[src/dcb_pkg.sv]
// Shared constants and types for the DC braking sequencer
package dcb_pkg;

    // ****************************************
    // Clock and tick timing
    // ****************************************
    localparam int unsigned DCB_CLK_HZ = 10_000_000;
    localparam int unsigned DCB_TICK_MS = 10;
    localparam int unsigned DCB_TICK_CYCLES = DCB_CLK_HZ / 1000 * DCB_TICK_MS;

    // ****************************************
    // Widths and limits (frequency in 0.01 Hz, times in 10 ms ticks)
    // ****************************************
    localparam int DCB_FW = 16;
    localparam logic [15:0] DCB_HYST = 16'h00C8;      // 2.00 Hz
    localparam logic [15:0] DCB_THR_MAX = 16'hE678;   // 590.00 Hz
    localparam logic [8:0] DCB_DELAY_MAX = 9'h1F4;    // 5.00 s
    localparam logic [12:0] DCB_HOLD_MAX = 13'h1770;  // 60.00 s
    localparam logic [6:0] DCB_FORCE_MAX = 7'h64;     // 100 %

    // ****************************************
    // Register offsets
    // ****************************************
    localparam logic [7:0] DCB_OFS_MODE = 8'h00;
    localparam logic [7:0] DCB_OFS_THR = 8'h04;
    localparam logic [7:0] DCB_OFS_DELAY = 8'h08;
    localparam logic [7:0] DCB_OFS_FORCE = 8'h0C;
    localparam logic [7:0] DCB_OFS_HOLD = 8'h10;
    localparam logic [7:0] DCB_OFS_STYLE = 8'h14;
    localparam logic [7:0] DCB_OFS_STATUS = 8'h18;

    // ****************************************
    // Field positions and reset values
    // ****************************************
    localparam int DCB_BIT_START_EN = 4;
    localparam logic [1:0] DCB_RST_MODE = 2'h0;
    localparam logic [15:0] DCB_RST_THR = 16'h0032;   // 0.50 Hz
    localparam logic [8:0] DCB_RST_DELAY = 9'h000;
    localparam logic [6:0] DCB_RST_FORCE = 7'h32;     // 50 %
    localparam logic [12:0] DCB_RST_HOLD = 13'h0032;  // 0.50 s

    // ****************************************
    // Mode and style codes
    // ****************************************
    typedef enum logic [1:0] {
        DCB_MODE_OFF = 2'h0,
        DCB_MODE_STOP = 2'h1,
        DCB_MODE_FREQ = 2'h2
    } dcb_mode_type;

    typedef enum logic {
        DCB_STYLE_EDGE = 1'b0,
        DCB_STYLE_LEVEL = 1'b1
    } dcb_style_type;

    // Sequencer states, one-hot
    typedef enum logic [3:0] {
        DCB_ST_IDLE = 4'b0001,
        DCB_ST_COAST = 4'b0010,
        DCB_ST_BRAKE = 4'b0100,
        DCB_ST_DONE = 4'b1000
    } dcb_state_type;

    // Software settings carried as one bundle
    typedef struct packed {
        logic [1:0] mode;
        logic start_en;
        logic style;
        logic [15:0] thr;
        logic [8:0] delay;
        logic [6:0] force_lvl;
        logic [12:0] hold;
    } dcb_cfg_type;

endpackage

[src/dcb_brake_seq.sv]
// DC braking sequencer: register file, trigger logic and state machine
// How it works
// Stop mode 01 brakes without external request
// Stop braking: run off, frequency at or below threshold
// Nonzero delay coasts with output off first; here an external request at zero output frequency brakes at once
// Edge stop braking lasts exactly hold duration
// Level stop braking holds until run returns
// Mode 01 may brake at start too
// Mode 02 selects frequency command braking
// Mode 02 ignores external brake request
// Mode 02 brakes when both frequencies low
// Mode 02 releases at threshold plus 2 Hz
// Command high at start means no braking
// Command zero at start begins in braking
// Edge mode 02 braking lasts hold duration
// Level mode 02 holds until command rises
// Level start-in-brake holds until run drops
// Style 00 edge, 01 level
// Coast delay spans 0.00 to 5.00 s
// Hold duration spans 0.00 to 60.00 s
// Force spans 0 to 100 percent
// Timers tick 10 ms, restart each episode
//
// Chosen here: the address-and-strobe port and the placing of the registers.
`timescale 1ns/10ps
`default_nettype none
module dcb_brake_seq
    import dcb_pkg::*;
#(
    parameter int unsigned TICK_CYCLES = DCB_TICK_CYCLES
) (
    input wire logic CORE_CLK,            // System clock, 10 MHz
    input wire logic RST,                 // Synchronous reset, high
    input wire logic RUN_CMD,             // Run command level
    input wire logic [15:0] FREQ_CMD,     // Frequency command, 0.01 Hz
    input wire logic [15:0] OUT_FREQ,     // Output frequency, 0.01 Hz
    input wire logic EXT_BRAKE_REQ,       // external_brake_request
    input wire logic [7:0] REG_ADDR,      // Register byte address
    input wire logic [15:0] REG_WDATA,    // Register write data
    input wire logic REG_WR,              // Write strobe
    input wire logic REG_RD,              // Read strobe
    output logic [15:0] REG_RDATA,        // Read data, cycle after strobe
    output logic BRAKE_ACTIVE,            // DC braking applied
    output logic OUTPUT_SHUTOFF,          // Normal output shut off
    output logic [6:0] BRAKE_FORCE        // Force while braking, percent
);

    // ****************************************
    // Declarations
    // ****************************************
    dcb_cfg_type cfg;
    dcb_state_type state, next_state;
    logic run_q;
    logic run_rise;
    logic from_brake;
    logic start_ep;
    logic next_start_ep;
    logic tmr_done;
    logic tmr_restart;
    logic [12:0] tmr_limit;
    logic fc_mode, stop_mode, edge_mode;
    logic ext_ok, stop_trig, fc_cond, fc_release;
    logic trig, level_hold, edge_end;
    logic [16:0] thr_hyst;

    // Strictly-below compare used for both frequencies
    function automatic logic below(input logic [15:0] f, input logic [15:0] t);
        below = (f < t);
    endfunction

    // ****************************************
    // Register writes
    // ****************************************

    // Out-of-range threshold, delay, force and hold writes saturate at the top of their ranges
    always_ff @(posedge CORE_CLK) begin
        if (RST) begin
            cfg.mode <= DCB_RST_MODE;
            cfg.start_en <= 1'b0;
            cfg.style <= DCB_STYLE_EDGE;
            cfg.thr <= DCB_RST_THR;
            cfg.delay <= DCB_RST_DELAY;
            cfg.force_lvl <= DCB_RST_FORCE;
            cfg.hold <= DCB_RST_HOLD;
        end else if (REG_WR) begin
            case (REG_ADDR)
                DCB_OFS_MODE: begin
                    cfg.mode <= REG_WDATA[1:0];
                    cfg.start_en <= REG_WDATA[DCB_BIT_START_EN];
                end
                DCB_OFS_THR: begin
                    cfg.thr <= (REG_WDATA > DCB_THR_MAX) ? DCB_THR_MAX : REG_WDATA;
                end
                DCB_OFS_DELAY: begin
                    if (REG_WDATA > 16'(DCB_DELAY_MAX)) begin
                        cfg.delay <= DCB_DELAY_MAX;
                    end else begin
                        cfg.delay <= REG_WDATA[8:0];
                    end
                end
                DCB_OFS_FORCE: begin
                    if (REG_WDATA > 16'(DCB_FORCE_MAX)) begin
                        cfg.force_lvl <= DCB_FORCE_MAX;
                    end else begin
                        cfg.force_lvl <= REG_WDATA[6:0];
                    end
                end
                DCB_OFS_HOLD: begin
                    if (REG_WDATA > 16'(DCB_HOLD_MAX)) begin
                        cfg.hold <= DCB_HOLD_MAX;
                    end else begin
                        cfg.hold <= REG_WDATA[12:0];
                    end
                end
                DCB_OFS_STYLE: begin
                    cfg.style <= REG_WDATA[0];
                end
                default: begin
                end
            endcase
        end
    end

    // ****************************************
    // Register reads
    // ****************************************

    // Unmapped addresses read as zero
    always_ff @(posedge CORE_CLK) begin
        if (RST) begin
            REG_RDATA <= 16'h0000;
        end else if (REG_RD) begin
            case (REG_ADDR)
                DCB_OFS_MODE: REG_RDATA <= {11'h000, cfg.start_en, 2'h0, cfg.mode};
                DCB_OFS_THR: REG_RDATA <= cfg.thr;
                DCB_OFS_DELAY: REG_RDATA <= {7'h00, cfg.delay};
                DCB_OFS_FORCE: REG_RDATA <= {9'h000, cfg.force_lvl};
                DCB_OFS_HOLD: REG_RDATA <= {3'h0, cfg.hold};
                DCB_OFS_STYLE: REG_RDATA <= {15'h0000, cfg.style};
                DCB_OFS_STATUS: REG_RDATA <= {8'h00, 1'b0, from_brake, start_ep,
                    OUTPUT_SHUTOFF, state};
                default: REG_RDATA <= 16'h0000;
            endcase
        end else begin
            REG_RDATA <= 16'h0000;
        end
    end

    // ****************************************
    // Trigger conditions
    // ****************************************
    assign fc_mode = (cfg.mode == DCB_MODE_FREQ);
    assign stop_mode = (cfg.mode == DCB_MODE_STOP);
    assign edge_mode = (cfg.style == DCB_STYLE_EDGE);
    assign thr_hyst = {1'b0, cfg.thr} + {1'b0, DCB_HYST};

    // External request counts in every mode except 02
    assign ext_ok = EXT_BRAKE_REQ && !fc_mode;

    // Stop braking: run removed and output at or below threshold
    assign stop_trig = stop_mode && !RUN_CMD && (OUT_FREQ <= cfg.thr);

    // Frequency-command braking needs run and both frequencies low
    assign fc_cond = fc_mode && RUN_CMD && below(FREQ_CMD, cfg.thr)
        && below(OUT_FREQ, cfg.thr);
    assign fc_release = ({1'b0, FREQ_CMD} >= thr_hyst);

    assign trig = ext_ok || stop_trig || fc_cond;

    // Level style: what keeps braking alive once it has begun
    always_comb begin
        level_hold = ext_ok;
        if (stop_mode && !RUN_CMD) begin
            level_hold = 1'b1;
        end
        if (fc_mode && RUN_CMD) begin
            if (from_brake) begin
                level_hold = 1'b1;
            end else begin
                level_hold = !fc_release;
            end
        end
    end

    // Edge style: hold time spent, or the command lifted past hysteresis
    assign edge_end = tmr_done || (fc_mode && !from_brake && fc_release);

    // ****************************************
    // Run edge and start-in-brake tracking
    // ****************************************
    always_ff @(posedge CORE_CLK) begin
        if (RST) begin
            run_q <= 1'b0;
        end else begin
            run_q <= RUN_CMD;
        end
    end

    assign run_rise = RUN_CMD && !run_q;

    // A mode 02 start with both frequencies low begins in braking; a high one never does
    always_ff @(posedge CORE_CLK) begin
        if (RST || !RUN_CMD) begin
            from_brake <= 1'b0;
        end else if (run_rise && fc_mode) begin
            from_brake <= (FREQ_CMD <= cfg.thr) && (OUT_FREQ <= cfg.thr);
        end
    end

    // ****************************************
    // Timer
    // ****************************************

    // Every change of state starts a fresh count
    assign tmr_restart = (next_state != state);
    assign tmr_limit = (state == DCB_ST_COAST) ? {4'h0, cfg.delay} : cfg.hold;

    dcb_tick_timer #(
        .TICK_CYCLES(TICK_CYCLES)
    ) u_timer (
        .clk(CORE_CLK),
        .rst(RST),
        .restart(tmr_restart),
        .limit(tmr_limit),
        .expired(tmr_done)
    );

    // ****************************************
    // State machine
    // ****************************************
    always_comb begin
        next_state = state;
        next_start_ep = start_ep;
        case (state)
            DCB_ST_IDLE: begin
                if (run_rise && stop_mode && cfg.start_en) begin
                    next_state = DCB_ST_BRAKE;
                    next_start_ep = 1'b1;
                end else if (trig) begin
                    // An external request while the shaft is already still skips the coast
                    if (cfg.delay == 9'h000 || (ext_ok && OUT_FREQ == 16'h0000)) begin
                        next_state = DCB_ST_BRAKE;
                    end else begin
                        next_state = DCB_ST_COAST;
                    end
                end
            end
            DCB_ST_COAST: begin
                if (!edge_mode && !level_hold) begin
                    next_state = DCB_ST_IDLE;
                end else if (tmr_done) begin
                    next_state = DCB_ST_BRAKE;
                end
            end
            DCB_ST_BRAKE: begin
                if (start_ep) begin
                    if (tmr_done) begin
                        next_state = DCB_ST_IDLE;
                        next_start_ep = 1'b0;
                    end
                end else if (edge_mode) begin
                    if (edge_end) begin
                        next_state = DCB_ST_DONE;
                    end
                end else if (!level_hold) begin
                    next_state = DCB_ST_IDLE;
                end
            end
            DCB_ST_DONE: begin
                // Wait for the cause to clear so one episode brakes once;
                // a run returning after a timed stop still gets its start brake
                if (run_rise && stop_mode && cfg.start_en) begin
                    next_state = DCB_ST_BRAKE;
                    next_start_ep = 1'b1;
                end else if (!trig) begin
                    next_state = DCB_ST_IDLE;
                end
            end
            default: begin
                next_state = DCB_ST_IDLE;
                next_start_ep = 1'b0;
            end
        endcase
    end

    always_ff @(posedge CORE_CLK) begin
        if (RST) begin
            state <= DCB_ST_IDLE;
            start_ep <= 1'b0;
        end else begin
            state <= next_state;
            start_ep <= next_start_ep;
        end
    end

    // ****************************************
    // Outputs
    // ****************************************

    // Registered from next state so they line up with the state register
    always_ff @(posedge CORE_CLK) begin
        if (RST) begin
            BRAKE_ACTIVE <= 1'b0;
            OUTPUT_SHUTOFF <= 1'b0;
            BRAKE_FORCE <= 7'h00;
        end else begin
            BRAKE_ACTIVE <= (next_state == DCB_ST_BRAKE);
            OUTPUT_SHUTOFF <= (next_state == DCB_ST_COAST)
                || (next_state == DCB_ST_BRAKE);
            BRAKE_FORCE <= (next_state == DCB_ST_BRAKE) ? cfg.force_lvl : 7'h00;
        end
    end
endmodule
`default_nettype wire

[src/dcb_tick_timer.sv]
// Tick timer: 10 ms prescaler and tick counter with restart
`timescale 1ns/10ps
`default_nettype none
module dcb_tick_timer
    import dcb_pkg::*;
#(
    parameter int unsigned TICK_CYCLES = DCB_TICK_CYCLES
) (
    input wire logic clk,             // System clock
    input wire logic rst,             // Synchronous reset
    input wire logic restart,         // Clear prescaler and count
    input wire logic [12:0] limit,    // Ticks to wait
    output logic expired              // Count reached limit
);

    logic [16:0] pre;
    logic [12:0] ticks;
    logic tick;

    // ****************************************
    // Prescaler
    // ****************************************
    assign tick = (pre == 17'(TICK_CYCLES - 1));

    // Restart zeroes the prescaler too, so the first tick is a full period
    always_ff @(posedge clk) begin
        if (rst || restart || tick) begin
            pre <= 17'h0_0000;
        end else begin
            pre <= pre + 17'h0_0001;
        end
    end

    // Tick count saturates so a long wait cannot wrap
    always_ff @(posedge clk) begin
        if (rst || restart) begin
            ticks <= 13'h0000;
        end else if (tick && ticks != 13'h1FFF) begin
            ticks <= ticks + 13'h0001;
        end
    end

    assign expired = (ticks >= limit);
endmodule
`default_nettype wire

[config.mk]
export PLATFORM = sky130hd
export DESIGN_NAME = dcb_brake_seq
export DESIGN_NICKNAME = d
export VERILOG_FILES = /design/src/dcb_pkg.sv /design/src/dcb_brake_seq.sv /design/src/dcb_tick_timer.sv
export SDC_FILE = /design/constraint.sdc
export NUM_CORES = 1
export LEC_CHECK = 0
export BUFFER_PORTS_ARGS = -buffer_cell sky130_fd_sc_hd__buf_2
export CAP_MARGIN = 5
export CELL_PAD_IN_SITES_DETAIL_PLACEMENT = 0
export CELL_PAD_IN_SITES_GLOBAL_PLACEMENT = 1
export CORE_MARGIN = 2
export CORE_UTILIZATION = 44
export CTS_CLUSTER_DIAMETER = 50
export CTS_CLUSTER_SIZE = 25
export DETAILED_ROUTE_END_ITERATION = 8
export GPL_TIMING_DRIVEN = 0
export PLACE_DENSITY = 0.78
export SYNTH_ARGS = -nofsm -noshare
export SYNTH_HDL_FRONTEND = slang
export SYNTH_SLANG_ARGS = --single-unit
[constraint.sdc]
create_clock -name CORE_CLK -period 5.05 [get_ports CORE_CLK]
set_clock_uncertainty 0.2 [all_clocks]
set_input_delay 0.7575 -clock CORE_CLK [delete_from_list [all_inputs] [get_ports CORE_CLK]]
set_output_delay 0.7575 -clock CORE_CLK [all_outputs]
set_load 0.02 [all_outputs]
=== After elaboration in Yosys (flattened, before gate mapping) ===
Cells that the tools add are included.
Widths: inputs -> output; s select.

* Output and inout port bits: 25
* Bits in registers: 111

* Muxes and demuxes: 26
* Eq/ne operators: 18
* Reduce and logical (&&, ||, !) cells: 43
* $lt $le $gt $ge: 10
* Bitwise logic cells: 3
* Add/subtract/negate cells: 3

{| class="wikitable"
|+ Operators by type and width
! operator !! number
|-
| $pmux 16 s7 || 1
|-
| $mux 4 || 11
|-
| $le 16x16->1 || 2
|-
| $lt 16x16->1 || 2
|-
| $mux 13 || 2
|-
| $eq 8x5->1 const B || 3
|-
| $add 16x8->17 const B || 1
|-
| $add 17x1->17 const B || 1
|-
| $eq 17x17->1 const B || 1
|-
| $ge 16x17->1 || 1
|-
| $eq 8x4->1 const B || 2
|-
| $gt 16x13->1 const B || 1
|-
| $gt 16x16->1 const B || 1
|-
| $gt 16x7->1 const B || 1
|-
| $gt 16x9->1 const B || 1
|-
| $logic_and 1x1->1 || 16
|-
| $logic_not 16->1 || 1
|-
| $mux 16 || 1
|-
| $pmux 4 s4 || 1
|-
| $reduce_and 2->1 || 7
|-
| $add 13x1->13 const B || 1
|-
| $ge 13x13->1 || 1
|-
| $ne 13x13->1 const B || 1
|-
| $logic_not 9->1 || 1
|-
| other kinds (19) || 42
|}

=== Depth between registers and ports, before layout ===
* Depth in word-level cells: 12
* Gate-level depth with buffers: 17
* Gate-level depth less buffers: 15

=== Hierarchy ===
A second synthesis with hierarchy kept.

* Cell total of the unflattened synthesis: 816
* Area total of the unflattened synthesis: 6757.7 um^2

{| class="wikitable"
|+ Modules (own cells, without submodules)
! module !! instances !! area each (um^2) !! cells an instance
|-
| dcb_brake_seq || 1 || 5031.1 || 614
|-
| dcb_tick_timer || 1 || 1726.7 || 202
|}

=== Least setup slack after synthesis ===
No wires, ideal clock.

* Kind: reg-to-reg
* Start: reg state[2]
* End: reg u_timer.pre[0]
* Path slack: 1232 ps
* Arrival: 3491 ps
* Setup time: 127 ps
* Stages on the path, launching flop included: 16
* Period minus slack after synthesis: 3818 ps
* Buffers on the path: 4
* Path through: dfxtp_1 clkbuf_1 nor3b_1 nand2b_1 clkbuf_1 buf_1 mux2i_1 ha_1 a21o_1 a211oi_1 o311a_1 nor2_1 o311ai_2 mux2i_1 buf_2 nor4_2

* Longest elaborated chain between the ends: 11
* Elaborated cells between the ends (all ways): 22

{| class="wikitable"
|+ Ends and longest elaborated chain
! what !! line !! RTL
|-
| from (decl) || dcb_brake_seq.sv:52 || <nowiki>dcb_state_type state, next_state;</nowiki>
|-
| from (signal assigned) || dcb_brake_seq.sv:291 || <nowiki>state <= next_state;</nowiki>
|-
| $eq 4x2->1 || dcb_brake_seq.sv:216, dcb_brake_seq.sv:234 ||
|-
| $mux 13 || dcb_brake_seq.sv:216 || <nowiki>assign tmr_limit = (state == DCB_ST_COAST) ? {4'h0, cfg.delay} : cfg.hold;</nowiki>
|-
| $ge 13x13->1 || dcb_tick_timer.sv:43 || <nowiki>assign expired = (ticks >= limit);</nowiki>
|-
| $logic_or 1x1->1 || dcb_brake_seq.sv:186 || <nowiki>assign edge_end = tmr_done || (fc_mode && !from_brake && fc_release);</nowiki>
|-
| $mux 4 || dcb_brake_seq.sv:262 || <nowiki>if (edge_end) begin</nowiki>
|-
| $mux 4 || dcb_brake_seq.sv:261 || <nowiki>end else if (edge_mode) begin</nowiki>
|-
| $mux 4 || dcb_brake_seq.sv:256 || <nowiki>if (start_ep) begin</nowiki>
|-
| $pmux 4 s4 || dcb_brake_seq.sv:234 || <nowiki>case (state)</nowiki>
|-
| $ne 4x4->1 (*) || dcb_brake_seq.sv:215 || <nowiki>assign tmr_restart = (next_state != state);</nowiki>
|-
| $logic_or 1x1->1 (*) (2 in a row) || dcb_tick_timer.sv:27 || <nowiki>if (rst || restart || tick) begin</nowiki>
|-
| to (signal assigned) || dcb_tick_timer.sv:30 || <nowiki>pre <= pre + 17'h0_0001;</nowiki>
|-
| to (decl) || dcb_tick_timer.sv:16 || <nowiki>logic [16:0] pre;</nowiki>
|}

Mark *: on every way between the ends. The rest lies on a longest branch, timed or not.
A chain may end at the register's enable or synchronous reset.

=== Final worst setup path ===
* Start: reg state[2]
* End: reg u_timer.ticks[2]

* Longest elaborated chain between the ends: 10
* Elaborated cells between the ends (all ways): 21

{| class="wikitable"
|+ Ends and longest elaborated chain
! what !! line !! RTL
|-
| $eq 4x2->1 || dcb_brake_seq.sv:216, dcb_brake_seq.sv:234 ||
|-
| $mux 13 || dcb_brake_seq.sv:216 ||
|-
| $ge 13x13->1 || dcb_tick_timer.sv:43 ||
|-
| $logic_or 1x1->1 || dcb_brake_seq.sv:186 ||
|-
| $mux 4 || dcb_brake_seq.sv:262 ||
|-
| $mux 4 || dcb_brake_seq.sv:261 ||
|-
| $mux 4 || dcb_brake_seq.sv:256 ||
|-
| $pmux 4 s4 || dcb_brake_seq.sv:234 ||
|-
| $ne 4x4->1 (*) || dcb_brake_seq.sv:215 ||
|-
| $logic_or 1x1->1 (*) || dcb_tick_timer.sv:36 || <nowiki>if (rst || restart) begin</nowiki>
|-
| to (signal assigned) || dcb_tick_timer.sv:39 || <nowiki>ticks <= ticks + 13'h0001;</nowiki>
|-
| to (decl) || dcb_tick_timer.sv:17 || <nowiki>logic [12:0] ticks;</nowiki>
|}

Marked as above.

==> run metrics <==
status=finished clean; Max VDD drop=188 µV; final period utilization=91.3%; # H-tree levels=3; vias per inst=between 5 and 6; CP Data Arrival Time=4.65 ns; 1st-iter DRT viols=524; Yosys warning total=0; crit path max-delay cell type=dfxtp_1; share of cells above drive strength 1=17.1%; PD cells=234 mW/mm²; Bufs and invs on worst path=3; clk sinks=between 100 and 150; headroom to the max-slew limit=21.7%; PortBufs=81; CP endpoint kind=register; top achievable clock speed=217 MHz; starting density of the core=45.4%; fin crit period=around 4.6 ns; dominant synthesized flop cell=dfxtp_1; Nets=1,043; vias in the first global route=between 6,000 and 7,000; Reg area=0.00222 mm²; synth unique cells=67; Synth Area in Compound Gates=between 15 and 20%; post-synth top area cell=dfxtp_1; Longest Clk Path Bufs=2; number of core rows=45; Leak=3.03 nW; Worst-path clk slew=0.08 ns; Setup TNS Final=0 ns; DRT Pass-1 Iters=6; Layout fillers=1,489; first-pass GRT wire length=~33,000 µm; WHS=0.301 ns; n_diodes=0; max-cap violations=0; Core Util, Final=51.8%; combined area of the multi-input logic cells=0.00448 mm²; largest net degree at the start of global routing=20; RSZ-0062 raised after global routing=false; CTS Buf Count=9; Core Region=around 0.015 mm²; Syn-to-layout area delta=14.1%; largest family of logic cells by synthesized area=simple AND/OR/NAND/NOR gates; post-synthesis register bit count=111; Routed Antenna Nets=0; crit path max fanout=10; EDFF count, synth=0; DR WL/cell=18.5 µm; DIE AREA=approximately 0.017 mm²; crit-path most repeated cell=mux2i_1; Syn Inst Count=828; CTS root buffer=clkbuf_16; total wire length=around 21,000 µm; Hold WC Path Type=reg2reg; Avg Cell Area, Syn=8.41 µm²; Slew @ Worst Pin=between 1 and 1.5 ns; I/O pins=87; ys async rst share=0%; most common cell after layout, fill and taps aside=dfxtp_1; critical path required time=slightly above 5 ns; Post-Synth XOR/XNOR Area=under 10%; slowest cell delay on critical path=0.55 ns; CP Launch Type=register; CP delay by family, top=compound AO/OA/AOI/OAI gates; Adder-Cell Fraction of Synth Area=between 10% and 20%; vias after detailed routing=roughly 6,600; GRT overflow=0; HPWL after DPL=between 15,000 and 20,000 µm; most frequent cells in the layout=dfxtp_1, nand2_1, nor2_1; hold-fix buffers at CTS=0; worst-path cell chain=nor3b_1, nand2b_1, clkbuf_1, clkbuf_2, mux2i_1, ha_1, nand4_1, nor4_1, a211oi_1, o311a_1, nor2_1, o311ai_2, mux2i_1, buf_2, nor4_2; GRT Overall Usage=25.5%; simple logic cell fraction of the synthesized area=between 20% and 30%; synth top area cells=dfxtp_1, ha_1, nor4_2; CTS tree=built; max-slew violations=0; drt drc=0; final setup fails=0; Power Total=1.86 mW; final hold vios=0; initial antenna violation count=0; die height=130 µm; CP Class=reg2reg; die width=130 µm; syn nets=951; Synth top area share=31.9%; Syn Std Cell Area=approximately 0.0070 mm²; gp weighted congestion=about 0.9; post-synthesis mux area share=3.00%; Seq/Total Area, Yosys=around a third; insertion delay to the later sink of the worst-skew pair=0.36 ns
==> synth_stat cells, types with 3 or more instances <==
master and count:
o21ai_1 3, mux2_2 7, a222oi_1 4, nor3b_1 3
nor3_1 26, buf_1 3, a211oi_1 11, nand3b_1 5
a21o_1 3, nand3_1 28, dfxtp_1 111, o22ai_1 5
buf_2 6, ha_1 61, nand4b_1 3, mux2i_1 13
nor2b_1 7, nand2_1 95, xnor2_1 30, o21a_1 6
nand4_1 18, and4_1 4, o21ai_0 18, a21oi_1 41
or3_1 3, and2_1 16, clkbuf_1 26, a221o_1 4
nor4_2 30, o311a_1 3, nand2b_1 11, a31oi_1 3
a22oi_1 27, inv_1 28, or2_2 5, nor4_1 12
and3_1 8, o211ai_1 3, buf_4 3, xor2_1 9
nor2_1 90
==> power by group <==
group | switching [mW] | leakage (nW) | internal [mW] | total, mW
clock network | 0.357 | 0.144 | 0.391 | 0.748
registers | 0.0103 | 0.896 | 0.884 | 0.894
logic | 0.142 | 1.99 | 0.0752 | 0.217
total | 0.509 | 3.03 | 1.35 | 1.86
==> final timing paths <==
kind	start	endpoint	slack (ns)	depth (start not counted)
worst max-delay path	state[2]	u_timer.ticks[2]	0.44	15
worst min-delay path	cfg[42]	cfg[42]	0.30	2
worst max register to register	state[2]	u_timer.ticks[2]	0.44	15
worst min register to register	cfg[42]	cfg[42]	0.30	2
==> worst reg2reg max path, stage by stage (launching register included) <==
cell and delay (ns):
dfxtp_1 0.55, nor3b_1 0.14, nand2b_1 0.10, clkbuf_1 0.33, clkbuf_2 0.34, mux2i_1 0.32, ha_1 0.29, nand4_1 0.17
nor4_1 0.09, a211oi_1 0.31, o311a_1 0.37, nor2_1 0.08, o311ai_2 0.38, mux2i_1 0.37, buf_2 0.36, nor4_2 0.10
==> cells by family (layout without fill, tap and decap cells) <==
| kind of cell | Yosys count | after routing |
|---|---|---|
| AO/OA/AOI/OAI | 157 | 157 |
| flip-flops | 111 | 111 |
| XOR/XNOR | 39 | 39 |
| AND/OR/NAND/NOR | 374 | 374 |
| multiplexers | 20 | 20 |
| adder cells (fa/ha/maj) | 61 | 61 |
| buffers and inverters | 66 | 162 |
==> layer usage <==
metal / track usage, % / up-vias / part of all wire (%)
li1: - / 3219 / -
met1: 36.2 / 3101 / 46
met2: 41.2 / 233 / 46
met3: 3.61 / 22 / 6.9
met4: 6.20 / 0 / 1.4
met5: 0 / - / 0
==> registers in the layout, summed over array words and instances, names as in the netlist <==
| signal | flops |
|---|---|
| BRAKE_ACTIVE | 1 |
| BRAKE_FORCE | 7 |
| OUTPUT_SHUTOFF | 1 |
| REG_RDATA | 16 |
| cfg | 49 |
| from_brake | 1 |
| run_q | 1 |
| start_ep | 1 |
| state | 4 |
| u_timer.pre | 17 |
| u_timer.ticks | 13 |
==> layout make-up <==
cell class / count / share of cell area [%]
Buffer: 37 / 2.00
Tap cell: 211 / 3.32
Multi-Input combinational cell: 651 / 56.4
Clock inverter: 6 / 0.945
Sequential cell: 111 / 28.0
Inverter: 28 / 1.32
Clock buffer: 9 / 2.84
Timing Repair Buffer: 82 / 5.17
==> stage by stage <==
step / cell area [µm²] / cells / setup WS [ns]
after floorplan: 6960 / 828 / 1.23
after global placement: 7630 / 1120 / 0.293
after detailed placement: 7630 / 1120 / 0.190
after CTS: 7930 / 1135 / 0.153
after global routing: 7940 / 1135 / 0.115
final: 7940 / 1135 / 0.439
==> what timing repair did <==
item                                   CTS  global route
gates resized for setup                  0             2
setup buffers                            0             0
setup endpoints to repair                0            38
endpoints found under the hold margin    0             0
Note: power is estimated with default switching activity, not from simulation.
